==> src/design/prom_prog_pkg.sv <==
package prom_prog_pkg;
	// ------------------------------------------------------------
	// Array and timing
	// ------------------------------------------------------------
	localparam int ADDR_W = 10;
	localparam int DATA_W = 8;
	localparam logic [ADDR_W-1:0] LAST_ADDR = 10'h3ff;
	localparam int CLOCK_MHZ = 40;
	localparam int INIT_PULSE_US = 100;
	localparam int BRUTE_PULSE_US = 10000;
	localparam int OVER_FACTOR = 24;
	localparam int MAX_INIT_PULSES = 4;
	localparam int SETUP_US = 1;
	localparam int VERIFY_US = 2;
	localparam int SUPPLY_US = 1;
	localparam int INIT_PULSE_CYC = INIT_PULSE_US * CLOCK_MHZ;
	localparam int BRUTE_PULSE_CYC = BRUTE_PULSE_US * CLOCK_MHZ;
	localparam int SETUP_CYC = SETUP_US * CLOCK_MHZ;
	localparam int VERIFY_CYC = VERIFY_US * CLOCK_MHZ;
	localparam int SUPPLY_CYC = SUPPLY_US * CLOCK_MHZ;
	localparam int CNT_W = 24;
	localparam int ITER_W = 3;

	// ------------------------------------------------------------
	// Commands and pin bundle
	// ------------------------------------------------------------
	typedef enum logic [1:0] {
		CMD_PROGRAM,
		CMD_BLANK_ONES,
		CMD_BLANK_ZEROS
	} cmd_t;

	typedef struct packed {
		logic [ADDR_W-1:0] addr;
		logic [DATA_W-1:0] data;
		logic data_oe;
		logic program_strobe_n;
		logic verify_strobe_n;
		logic vpp_high;
		logic blank_mode_vpp;
		logic chip_select_n;
		logic programming_core_supply;
	} pins_t;
endpackage

==> src/design/prom_pulse_timer.sv <==
`timescale 1ns/1ps
`default_nettype none
module prom_pulse_timer (
	input wire logic i_clock,
	input wire logic i_rst,
	input wire logic i_start,
	input wire logic [prom_prog_pkg::CNT_W-1:0] i_cycles,
	output logic o_done
);
	import prom_prog_pkg::*;
	logic [CNT_W-1:0] count_q;
	logic busy_q;

	always_ff @(posedge i_clock or posedge i_rst) begin
		if (i_rst) begin
			count_q <= '0;
			busy_q <= 1'b0;
		end else if (i_start) begin
			count_q <= i_cycles;
			busy_q <= 1'b1;
		end else if (busy_q) begin
			if (count_q <= 24'h000001) begin
				busy_q <= 1'b0;
			end
			count_q <= count_q - 24'h000001;
		end
	end

	assign o_done = busy_q && (count_q <= 24'h000001);
endmodule
`default_nettype wire

==> src/design/prom_program_sequencer.sv <==
// Function
// - Initial program pulse lasts 0.1 ms
// - Overprogram pulse is 24 x 0.1ms x count
// - Count initial pulses, clear per address
// - At most four initial pulses per byte
// - Read back whole array and compare
// - Blank check steps addresses 0 to 1023
// - Blank ones/zeros mismatch means non-blank
// - Program every bit, ones and zeros
// - Write every location, unused ones too
// - Core supply before high voltage, reverse off
// - High voltage, strobes idle: inhibit
// - Repeat program-verify up to four times
// - Brute force: one 10 ms pulse, reject
`timescale 1ns/1ps
`default_nettype none
module prom_program_sequencer (
	input wire logic i_clock,
	input wire logic i_rst,
	input wire logic i_start,
	input wire prom_prog_pkg::cmd_t i_cmd,
	input wire logic i_brute,
	input wire logic [prom_prog_pkg::DATA_W-1:0] i_src_data,
	output logic [prom_prog_pkg::ADDR_W-1:0] o_src_addr,
	input wire logic [prom_prog_pkg::DATA_W-1:0] i_dev_data,
	output prom_prog_pkg::pins_t o_pins,
	output logic o_busy,
	output logic o_done,
	output logic o_fail,
	output logic [prom_prog_pkg::ADDR_W-1:0] o_fail_addr
);
	import prom_prog_pkg::*;

	typedef enum {
		ST_IDLE, ST_CORE_UP, ST_VPP_UP, ST_SETUP, ST_PULSE, ST_VFY_GAP, ST_VERIFY,
		ST_OVER, ST_NEXT, ST_VPP_DOWN, ST_CORE_DOWN, ST_READ, ST_READ_CMP, ST_BLANK,
		ST_BLANK_CMP, ST_END
	} state_t;

	state_t state_q;
	cmd_t cmd_q;
	logic brute_q;
	logic [ADDR_W-1:0] addr_q;
	logic [DATA_W-1:0] data_q;
	logic [ITER_W-1:0] iter_q;
	logic fail_q;
	logic done_q;
	logic [ADDR_W-1:0] fail_addr_q;
	logic [DATA_W-1:0] s1_q, s2_q, s3_q, dev_q;
	logic t_done;
	logic t_start_q;
	logic [CNT_W-1:0] t_cycles_q;
	logic waiting_q;

	// ------------------------------------------------------------
	// Device data input: three stages, accepted when last two agree
	// ------------------------------------------------------------
	always_ff @(posedge i_clock or posedge i_rst) begin
		if (i_rst) begin
			s1_q <= '0;
			s2_q <= '0;
			s3_q <= '0;
			dev_q <= '0;
		end else begin
			s1_q <= i_dev_data;
			s2_q <= s1_q;
			s3_q <= s2_q;
			if (s2_q == s3_q) begin
				dev_q <= s3_q;
			end
		end
	end

	// ------------------------------------------------------------
	// Timer
	// ------------------------------------------------------------
	function automatic logic [CNT_W-1:0] over_cycles(input logic [ITER_W-1:0] n);
		over_cycles = CNT_W'(OVER_FACTOR * INIT_PULSE_CYC) * CNT_W'(n);
	endfunction

	prom_pulse_timer timer (
		.i_clock(i_clock),
		.i_rst(i_rst),
		.i_start(t_start_q),
		.i_cycles(t_cycles_q),
		.o_done(t_done)
	);

	// Timer is armed one cycle after each entry to a state other than ST_IDLE and ST_END

	function automatic logic [CNT_W-1:0] wait_for(input state_t s, input logic brute,
			input logic [ITER_W-1:0] n);
		case (s)
			ST_PULSE: wait_for = brute ? CNT_W'(BRUTE_PULSE_CYC) : CNT_W'(INIT_PULSE_CYC);
			ST_OVER: wait_for = over_cycles(n);
			ST_VERIFY, ST_READ: wait_for = CNT_W'(VERIFY_CYC);
			// Compares need no dwell; a blank read only waits one settle time
			ST_READ_CMP, ST_BLANK_CMP: wait_for = '0;
			ST_CORE_UP, ST_VPP_UP, ST_VPP_DOWN, ST_CORE_DOWN: wait_for = CNT_W'(SUPPLY_CYC);
			default: wait_for = CNT_W'(SETUP_CYC);
		endcase
	endfunction

	// ------------------------------------------------------------
	// Sequencer
	// ------------------------------------------------------------
	always_ff @(posedge i_clock or posedge i_rst) begin
		if (i_rst) begin
			state_q <= ST_IDLE;
			cmd_q <= CMD_PROGRAM;
			brute_q <= 1'b0;
			addr_q <= '0;
			data_q <= '0;
			iter_q <= '0;
			fail_q <= 1'b0;
			done_q <= 1'b0;
			fail_addr_q <= '0;
			t_start_q <= 1'b0;
			t_cycles_q <= '0;
			waiting_q <= 1'b0;
		end else begin
			t_start_q <= 1'b0;
			if (state_q != ST_IDLE && state_q != ST_END && !waiting_q) begin
				t_start_q <= 1'b1;
				t_cycles_q <= wait_for(state_q, brute_q, iter_q);
				waiting_q <= 1'b1;
			end
			case (state_q)
				ST_IDLE: begin
					if (i_start) begin
						cmd_q <= i_cmd;
						brute_q <= i_brute;
						addr_q <= '0;
						iter_q <= '0;
						fail_q <= 1'b0;
						done_q <= 1'b0;
						waiting_q <= 1'b0;
						state_q <= (i_cmd == CMD_PROGRAM) ? ST_CORE_UP : ST_BLANK;
					end
				end
				ST_END: begin
					state_q <= ST_IDLE;
				end
				default: begin
					if (t_done) begin
						waiting_q <= 1'b0;
						case (state_q)
							ST_CORE_UP: state_q <= ST_VPP_UP;
							ST_VPP_UP: state_q <= ST_SETUP;
							ST_SETUP: begin
								data_q <= i_src_data;
								state_q <= ST_PULSE;
							end
							ST_PULSE: begin
								iter_q <= iter_q + 3'h1;
								state_q <= ST_VFY_GAP;
							end
							ST_VFY_GAP: state_q <= ST_VERIFY;
							ST_VERIFY: begin
								if (dev_q == data_q) begin
									state_q <= brute_q ? ST_NEXT : ST_OVER;
								end else if (!brute_q &&
										iter_q < ITER_W'(MAX_INIT_PULSES)) begin
									state_q <= ST_PULSE;
								end else begin
									fail_q <= 1'b1;
									fail_addr_q <= addr_q;
									state_q <= ST_VPP_DOWN;
								end
							end
							ST_OVER: state_q <= ST_NEXT;
							ST_NEXT: begin
								iter_q <= '0;
								if (addr_q == LAST_ADDR) begin
									state_q <= ST_VPP_DOWN;
								end else begin
									addr_q <= addr_q + 10'h001;
									state_q <= ST_SETUP;
								end
							end
							ST_VPP_DOWN: state_q <= ST_CORE_DOWN;
							ST_CORE_DOWN: begin
								addr_q <= '0;
								state_q <= fail_q ? ST_END : ST_READ;
							end
							ST_READ: state_q <= ST_READ_CMP;
							ST_READ_CMP: begin
								if (dev_q != i_src_data) begin
									fail_q <= 1'b1;
									fail_addr_q <= addr_q;
									state_q <= ST_END;
								end else if (addr_q == LAST_ADDR) begin
									done_q <= 1'b1;
									state_q <= ST_END;
								end else begin
									addr_q <= addr_q + 10'h001;
									state_q <= ST_READ;
								end
							end
							ST_BLANK: state_q <= ST_BLANK_CMP;
							ST_BLANK_CMP: begin
								// Virgin cells only read defined in blank modes
								if (dev_q != ((cmd_q == CMD_BLANK_ONES) ? 8'hff : 8'h00)) begin
									fail_q <= 1'b1;
									fail_addr_q <= addr_q;
									state_q <= ST_END;
								end else if (addr_q == LAST_ADDR) begin
									done_q <= 1'b1;
									state_q <= ST_END;
								end else begin
									addr_q <= addr_q + 10'h001;
									state_q <= ST_BLANK;
								end
							end
							default: state_q <= ST_IDLE;
						endcase
					end
				end
			endcase
		end
	end

	// ------------------------------------------------------------
	// Pins
	// ------------------------------------------------------------
	pins_t pins_q;
	always_ff @(posedge i_clock or posedge i_rst) begin
		if (i_rst) begin
			pins_q <= '{addr: '0, data: '0, data_oe: 1'b0, program_strobe_n: 1'b1,
				verify_strobe_n: 1'b1, vpp_high: 1'b0, blank_mode_vpp: 1'b0,
				chip_select_n: 1'b1, programming_core_supply: 1'b0};
		end else begin
			pins_q.addr <= addr_q;
			pins_q.data <= data_q;
			pins_q.data_oe <= state_q inside {ST_SETUP, ST_PULSE, ST_OVER};
			// Release on the timer's last cycle so the low time equals the count
			pins_q.program_strobe_n <= !(waiting_q && !t_done &&
				state_q inside {ST_PULSE, ST_OVER});
			pins_q.verify_strobe_n <= !(state_q == ST_VERIFY);
			pins_q.programming_core_supply <= !(state_q inside
				{ST_IDLE, ST_END, ST_CORE_DOWN, ST_READ, ST_READ_CMP, ST_BLANK,
				ST_BLANK_CMP});
			pins_q.vpp_high <= state_q inside
				{ST_SETUP, ST_PULSE, ST_VFY_GAP, ST_VERIFY, ST_OVER, ST_NEXT};
			pins_q.blank_mode_vpp <= state_q inside {ST_BLANK, ST_BLANK_CMP};
			pins_q.chip_select_n <= (state_q == ST_IDLE || state_q == ST_END);
			if (state_q inside {ST_BLANK, ST_BLANK_CMP}) begin
				pins_q.verify_strobe_n <= (cmd_q == CMD_BLANK_ZEROS);
			end
		end
	end

	assign o_pins = pins_q;
	assign o_src_addr = addr_q;
	assign o_busy = (state_q != ST_IDLE);
	assign o_done = done_q;
	assign o_fail = fail_q;
	assign o_fail_addr = fail_addr_q;
endmodule
`default_nettype wire

==> config.mk <==
export PLATFORM = sky130hd
export DESIGN_NAME = prom_program_sequencer
export DESIGN_NICKNAME = d
export VERILOG_FILES = /design/src/design/prom_prog_pkg.sv /design/src/design/prom_pulse_timer.sv /design/src/design/prom_program_sequencer.sv
export SDC_FILE = /design/constraint.sdc
export NUM_CORES = 1
export LEC_CHECK = 0
export BUFFER_PORTS_ARGS = -buffer_cell sky130_fd_sc_hd__buf_2
export CAP_MARGIN = 20
export CORE_UTILIZATION = 45
export CTS_CLUSTER_SIZE = 24
export DETAILED_ROUTE_END_ITERATION = 10
export GPL_ROUTABILITY_DRIVEN = 0
export SLEW_MARGIN = 20
export SYNTH_ARGS = -nofsm -noshare
export SYNTH_HDL_FRONTEND = slang
export SYNTH_SLANG_ARGS = --single-unit
export TNS_END_PERCENT = 30
==> constraint.sdc <==
create_clock -name i_clock -period 6.1 [get_ports i_clock]
set_input_delay 0.915 -clock i_clock [delete_from_list [all_inputs] [get_ports i_clock]]
set_output_delay 0.915 -clock i_clock [all_outputs]
set_load 0.05 [all_outputs]
== After elaboration in Yosys (flattened, before gate mapping) ==
Index checks and enable logic that the tools add are counted.

* Reduce and logical (&&, ||, !) cells: 41
* Bitwise logic cells: 2
* Muxes and demuxes: 58
* Equal/unequal tests: 36
* $mul: 1
* Add/subtract/negate cells: 3
* Order comparisons: 2

{| class="wikitable"
|+ Operator list
! cell !! number
|-
| $eq A32 B4 Y1 const B || 9
|-
| $eq A32 B3 Y1 const B || 4
|-
| $mux W10 || 9
|-
| $pmux W20 S4 || 1
|-
| $eq A32 B2 Y1 const B || 2
|-
| $logic_not A32 Y1 || 2
|-
| $mux W32 || 2
|-
| $pmux W32 S2 || 1
|-
| $pmux W4 S14 || 1
|-
| $mux W24 || 2
|-
| $pmux W10 S4 || 1
|-
| $eq A32 B1 Y1 const B || 1
|-
| $eq A32 B5 Y1 const B || 1
|-
| $ne A32 B5 Y1 const B || 1
|-
| $reduce_bool A32 Y1 || 1
|-
| $pmux W10 S3 || 1
|-
| $le A24 B1 Y1 const B || 1
|-
| $sub A24 B1 Y24 const B || 1
|-
| $mux W4 || 5
|-
| $pmux W10 S2 || 1
|-
| $mux W19 || 1
|-
| $mux W1 || 18
|-
| $ne A3 B3 Y1 const B || 6
|-
| $eq A8 B8 Y1 || 2
|-
| other kinds (33) || 69
|}

* Register bits: 176
* Output and inout bits: 48
* Bits of input ports: 22
* Word-level logic and storage cells: 170

== Depth between registers and ports, before layout ==
* Depth after elaboration: 7
* Gate-level depth with buffers: 10
* Mapped depth without buffers: 10

== Cells and area by module ==
Synthesis repeated with hierarchy kept, for this count alone.

* Cells, all modules: 613
* Area, all modules: 6601.3 um2

{| class="wikitable"
|+ Modules (own cells, without submodules)
! module !! instances !! cells each !! area an instance (um2) !! seq. area each (um2)
|-
| prom_program_sequencer || 1 || 452 || 5163.7 || 2881.5
|-
| prom_pulse_timer || 1 || 161 || 1437.6 || 625.6
|}

== Least setup slack after synthesis ==
No wires, ideal clock.

* Path type: input-to-reg
* From: input i_src_data[2] (netlist name)
* To: register addr_q[8] (netlist: o_src_addr[8])
* Stages on the path: 7
* Required time: 5.976 ns
* Path slack: 3.274 ns
* Library setup time: 0.124 ns
* Arrival: 2.702 ns
* Buffers on the path: 1
* Path through: xor2_1 > nor4_1 > nand3_1 > a311o_1 > clkbuf_1 > o311a_1 > a211o_1

* Cells in the longest elaborated chain, start to end: 3

{| class="wikitable"
|+ RTL lines
! element !! RTL line !! source
|-
| start, declared || prom_program_sequencer.sv:23 || <nowiki>input wire logic [prom_prog_pkg::DATA_W-1:0] i_src_data,</nowiki>
|-
| $ne A8 B8 Y1 || prom_program_sequencer.sv:188 || <nowiki>if (dev_q != i_src_data) begin</nowiki>
|-
| $ne A3 B3 Y1 (no source line) || n/a ||
|-
| $reduce_and A6 Y1 (no source line) || n/a ||
|-
| end signal, assigned || prom_program_sequencer.sv:177 || <nowiki>addr_q <= addr_q + 10'h001;</nowiki>
|-
| end signal, assigned || prom_program_sequencer.sv:196 || <nowiki>addr_q <= addr_q + 10'h001;</nowiki>
|-
| end signal, assigned || prom_program_sequencer.sv:211 || <nowiki>addr_q <= addr_q + 10'h001;</nowiki>
|-
| end, declared || prom_program_sequencer.sv:43 || <nowiki>logic [ADDR_W-1:0] addr_q;</nowiki>
|}

Every way passes these cells.
A chain may end at the register's enable or synchronous reset.

== Worst setup path after layout ==
* From: register state_q[2]
* To: output o_busy

* Cells in the longest elaborated chain, start to end: 1

{| class="wikitable"
|+ RTL lines
! element !! RTL line !! source
|-
| start, declared || prom_program_sequencer.sv:40 || <nowiki>state_t state_q;</nowiki>
|-
| start signal, assigned || prom_program_sequencer.sv:138 || <nowiki>state_q <= (i_cmd == CMD_PROGRAM) ? ST_CORE_UP : ST_BLANK;</nowiki>
|-
| start signal, assigned || prom_program_sequencer.sv:161 || <nowiki>state_q <= brute_q ? ST_NEXT : ST_OVER;</nowiki>
|-
| start signal, assigned || prom_program_sequencer.sv:184 || <nowiki>state_q <= fail_q ? ST_END : ST_READ;</nowiki>
|-
| $reduce_bool A32 Y1 || prom_program_sequencer.sv:255 || <nowiki>assign o_busy = (state_q != ST_IDLE);</nowiki>
|-
| end, declared || prom_program_sequencer.sv:27 || <nowiki>output logic o_busy,</nowiki>
|}

Every way passes these cells.

==> results.yml <==
synthesis:
  ys_ff_latch: 140
  synth_edf_count: 0
  yosysMostFrequentCell: "dfrtp_1"
  ys.flop_type: "dfrtp_1"
  synth_top_area_share_pct: 52.8
  synth.area.top_cells: "dfrtp_1 (53%), mux2_2 (5.4%), xnor2_1 (5.1%)"
  synth.largest_area_cell: "dfrtp_1"
  synth_fp_nets: 632
  yosysSeqAreaShare_pct: 54.0
  synth_area_um2: 6500
  avgSynthCellArea_um2: 10.9
  synthCells: 596
  ys_warn_count: 0
  async_flop_share_pct: 100
  synth_cell_types: 61
  synthTopCellsByCount: "dfrtp_1 (137), nand2_1 (53), nor2_1 (43), xnor2_1 (38), o21ai_0 (32)"
setup_path:
  cpPeakStageDelay_ns: 0.82
  r2r_cells: 6
  cp-start-kind: "flop"
  path_class: "flop to primary output"
  worst-path-max-fanout: 28
  r2r-end: "o_src_addr[4]"
  rrSetupSlack_ns: 2.77
  required_ns: 5.18
  end_kind: "primary output"
  reg2reg_from: "state_q[2]"
  slowest_stage: "nor4_1"
  crit_chain: "nor4_1 -> inv_1 -> buf_2"
  critPathTopFamily: "simple AND/OR/NAND/NOR gates"
  cp.buffers_inverters: 2
  worstPathArrival_ns: 2.44
outcome:
  status: "completed"
sta:
  setup-tns-final_ns: 0
  slew_viol_final: 0
  max_freq_mhz: 298
  fin_crit_sh_pct: 55.0
  hold_viol_final: 0
  whs_ns: 0.349
  finClkSkew_ns: 0.0100
  worstMarginPinSlew_ns: 0.880
  max_slew_margin_pct: 41.3
  period_minus_slack_ns: 3.35
  grt_setup_unrepaired: "false"
  setup_violations: 0
routing:
  wl_met3_um: 569
  ant_nets: 0
  highest_layer: "met5"
  wl_met2_um: 6850
  drt-met1-wl_um: 6270
  viasPerCell: 5.55
  drtPass1Iterations: 5
  drc: 0
  drt_iter0_markers: 391
  routed_wl_um: 13900
  num_vias: 4749
  routedWlPerCell_um: 16.3
power_and_ir_drop:
  power_density_nw_per_um2: 526
  vdd_drop_max_mv: 0.392
  p_leak_nw: 3.34
finish:
  drive_gt1_share_pct: 23.1
  fillers: 1260
  synthToLayoutAreaGrowth_pct: 16.5
  nNetsFinal: 698
  antenna_cells: 0
placed_design:
  port_buffers: 69
  dp_hpwl_um: 9670
job:
  maxCapViolCount: 0
clock_network:
  cts_root_buf: "clkbuf_16"
  clkSlewWorstSetupHoldPaths_ns: 0.07
  post_cts_buffers: 0
  cts_buffer_depth: 2
  cts_tree: "built"
  cts_buffers: 17
  clk_latency_ns: 0.42
  numClockSinks: 140
  htreeDepth: 4
  hold_buffers: 0
  cts_resized: 0
floorplanning:
  rows: 43
  ios: 70
  die_x_um: 122
  die_area_um2: 14900
  core_um2: 14000
  initial_core_util_pct: 46.4
  fp.dieH_um: 122
global_route:
  antenna_found_initial: 1
  grtUsageTotal_pct: 20.6
  grt_pass1_wl_um: 23500
  grt_pass1_vias: 4736
  gr-total-overflow: 0
  grt_max_degree: 80
hold_path:
  min_to: "s2_q[0]"
  hold_class: "flop to flop"
  holdPathStages: 0
  hp-start: "s1_q[0]"
-- worst max-delay path by stage --
stage / start / end / slack, ns / cells past startpoint
after floorplan: i_rst / brute_q / 1.44 / 1
after global placement: i_src_data[2] / o_src_addr[3] / 2.77 / 7
after detailed placement: i_src_data[2] / o_src_addr[3] / 2.75 / 7
after CTS: state_q[2] / o_busy / 2.74 / 3
after global routing: state_q[2] / o_busy / 2.50 / 3
final: state_q[2] / o_busy / 2.75 / 3
-- cells by family after synthesis --
group / Yosys count / share of synthesized area, %
simple gates: 203 / 16.0
flops: 140 / 54.0
compound gates: 110 / 11.7
xor+xnor: 51 / 6.87
buf+inv: 44 / 2.56
mux: 34 / 5.85
fa+ha+maj: 14 / 3.04
-- area by class of cell --
class                           count  area [um2]  share of cell area [%]
Timing Repair Buffer               71         360                    4.76
Clock inverter                     15         148                    1.95
Inverter                           20        80.1                    1.06
Sequential cell                   140        3510                    46.3
Tap cell                          180         225                    2.97
Clock buffer                       17         425                    5.62
Multi-Input combinational cell    412        2820                    37.3
-- cells in the final DEF (no fill, tap or decap), drive strengths merged, types with 14 or more instances in the layout --
master / count
inv: 29
dfrtp: 137
nand2: 53
nor2: 44
buf: 71
nor4: 14
xnor2: 38
o21ai: 32
clkbuf: 17
nand3: 19
nor3: 17
mux2: 32
-- per-layer routing --
metal | GRT usage (%) | up-vias
met5 | 0 | -
met4 | 8.08 | 2
met1 | 25.8 | 2357
met3 | 5.66 | 20
met2 | 34.0 | 106
li1 | - | 2264
-- per-stage QoR --
stage / total power [W] / setup slack [ns] / area, um2 / cells / util (%)
global placement: 0.00296 / 2.77 / 7000 / 823 / 50.0
CTS: 0.00401 / 2.74 / 7570 / 855 / 54.1
global route: 0.00425 / 2.50 / 7570 / 855 / 54.1
detailed placement: 0.00301 / 2.75 / 7000 / 823 / 50.0
finish: 0.00398 / 2.75 / 7570 / 855 / 54.1
floorplan: 0.00263 / 1.44 / 6500 / 596 / -
-- power breakdown --
part	leakage, nW	internal, W	switching [W]
Combinational	1.35	0.000556	0.000960
Clock	0.277	0.000542	0.000446
Sequential	1.71	0.00117	0.000310
Total	3.34	0.00227	0.00172
-- state kept, by name (all words and copies together), names as in the netlist --
name           flops
o_pins            25
timer.count_q     24
t_cycles_q        16
o_fail_addr       10
o_src_addr        10
data_q             8
dev_q              8
s1_q               8
s2_q               8
s3_q               8
state_q            4
iter_q             3
cmd_q              2
brute_q            1
o_done             1
o_fail             1
t_start_q          1
timer.busy_q       1
waiting_q          1
(Power assumes the default switching activity.)
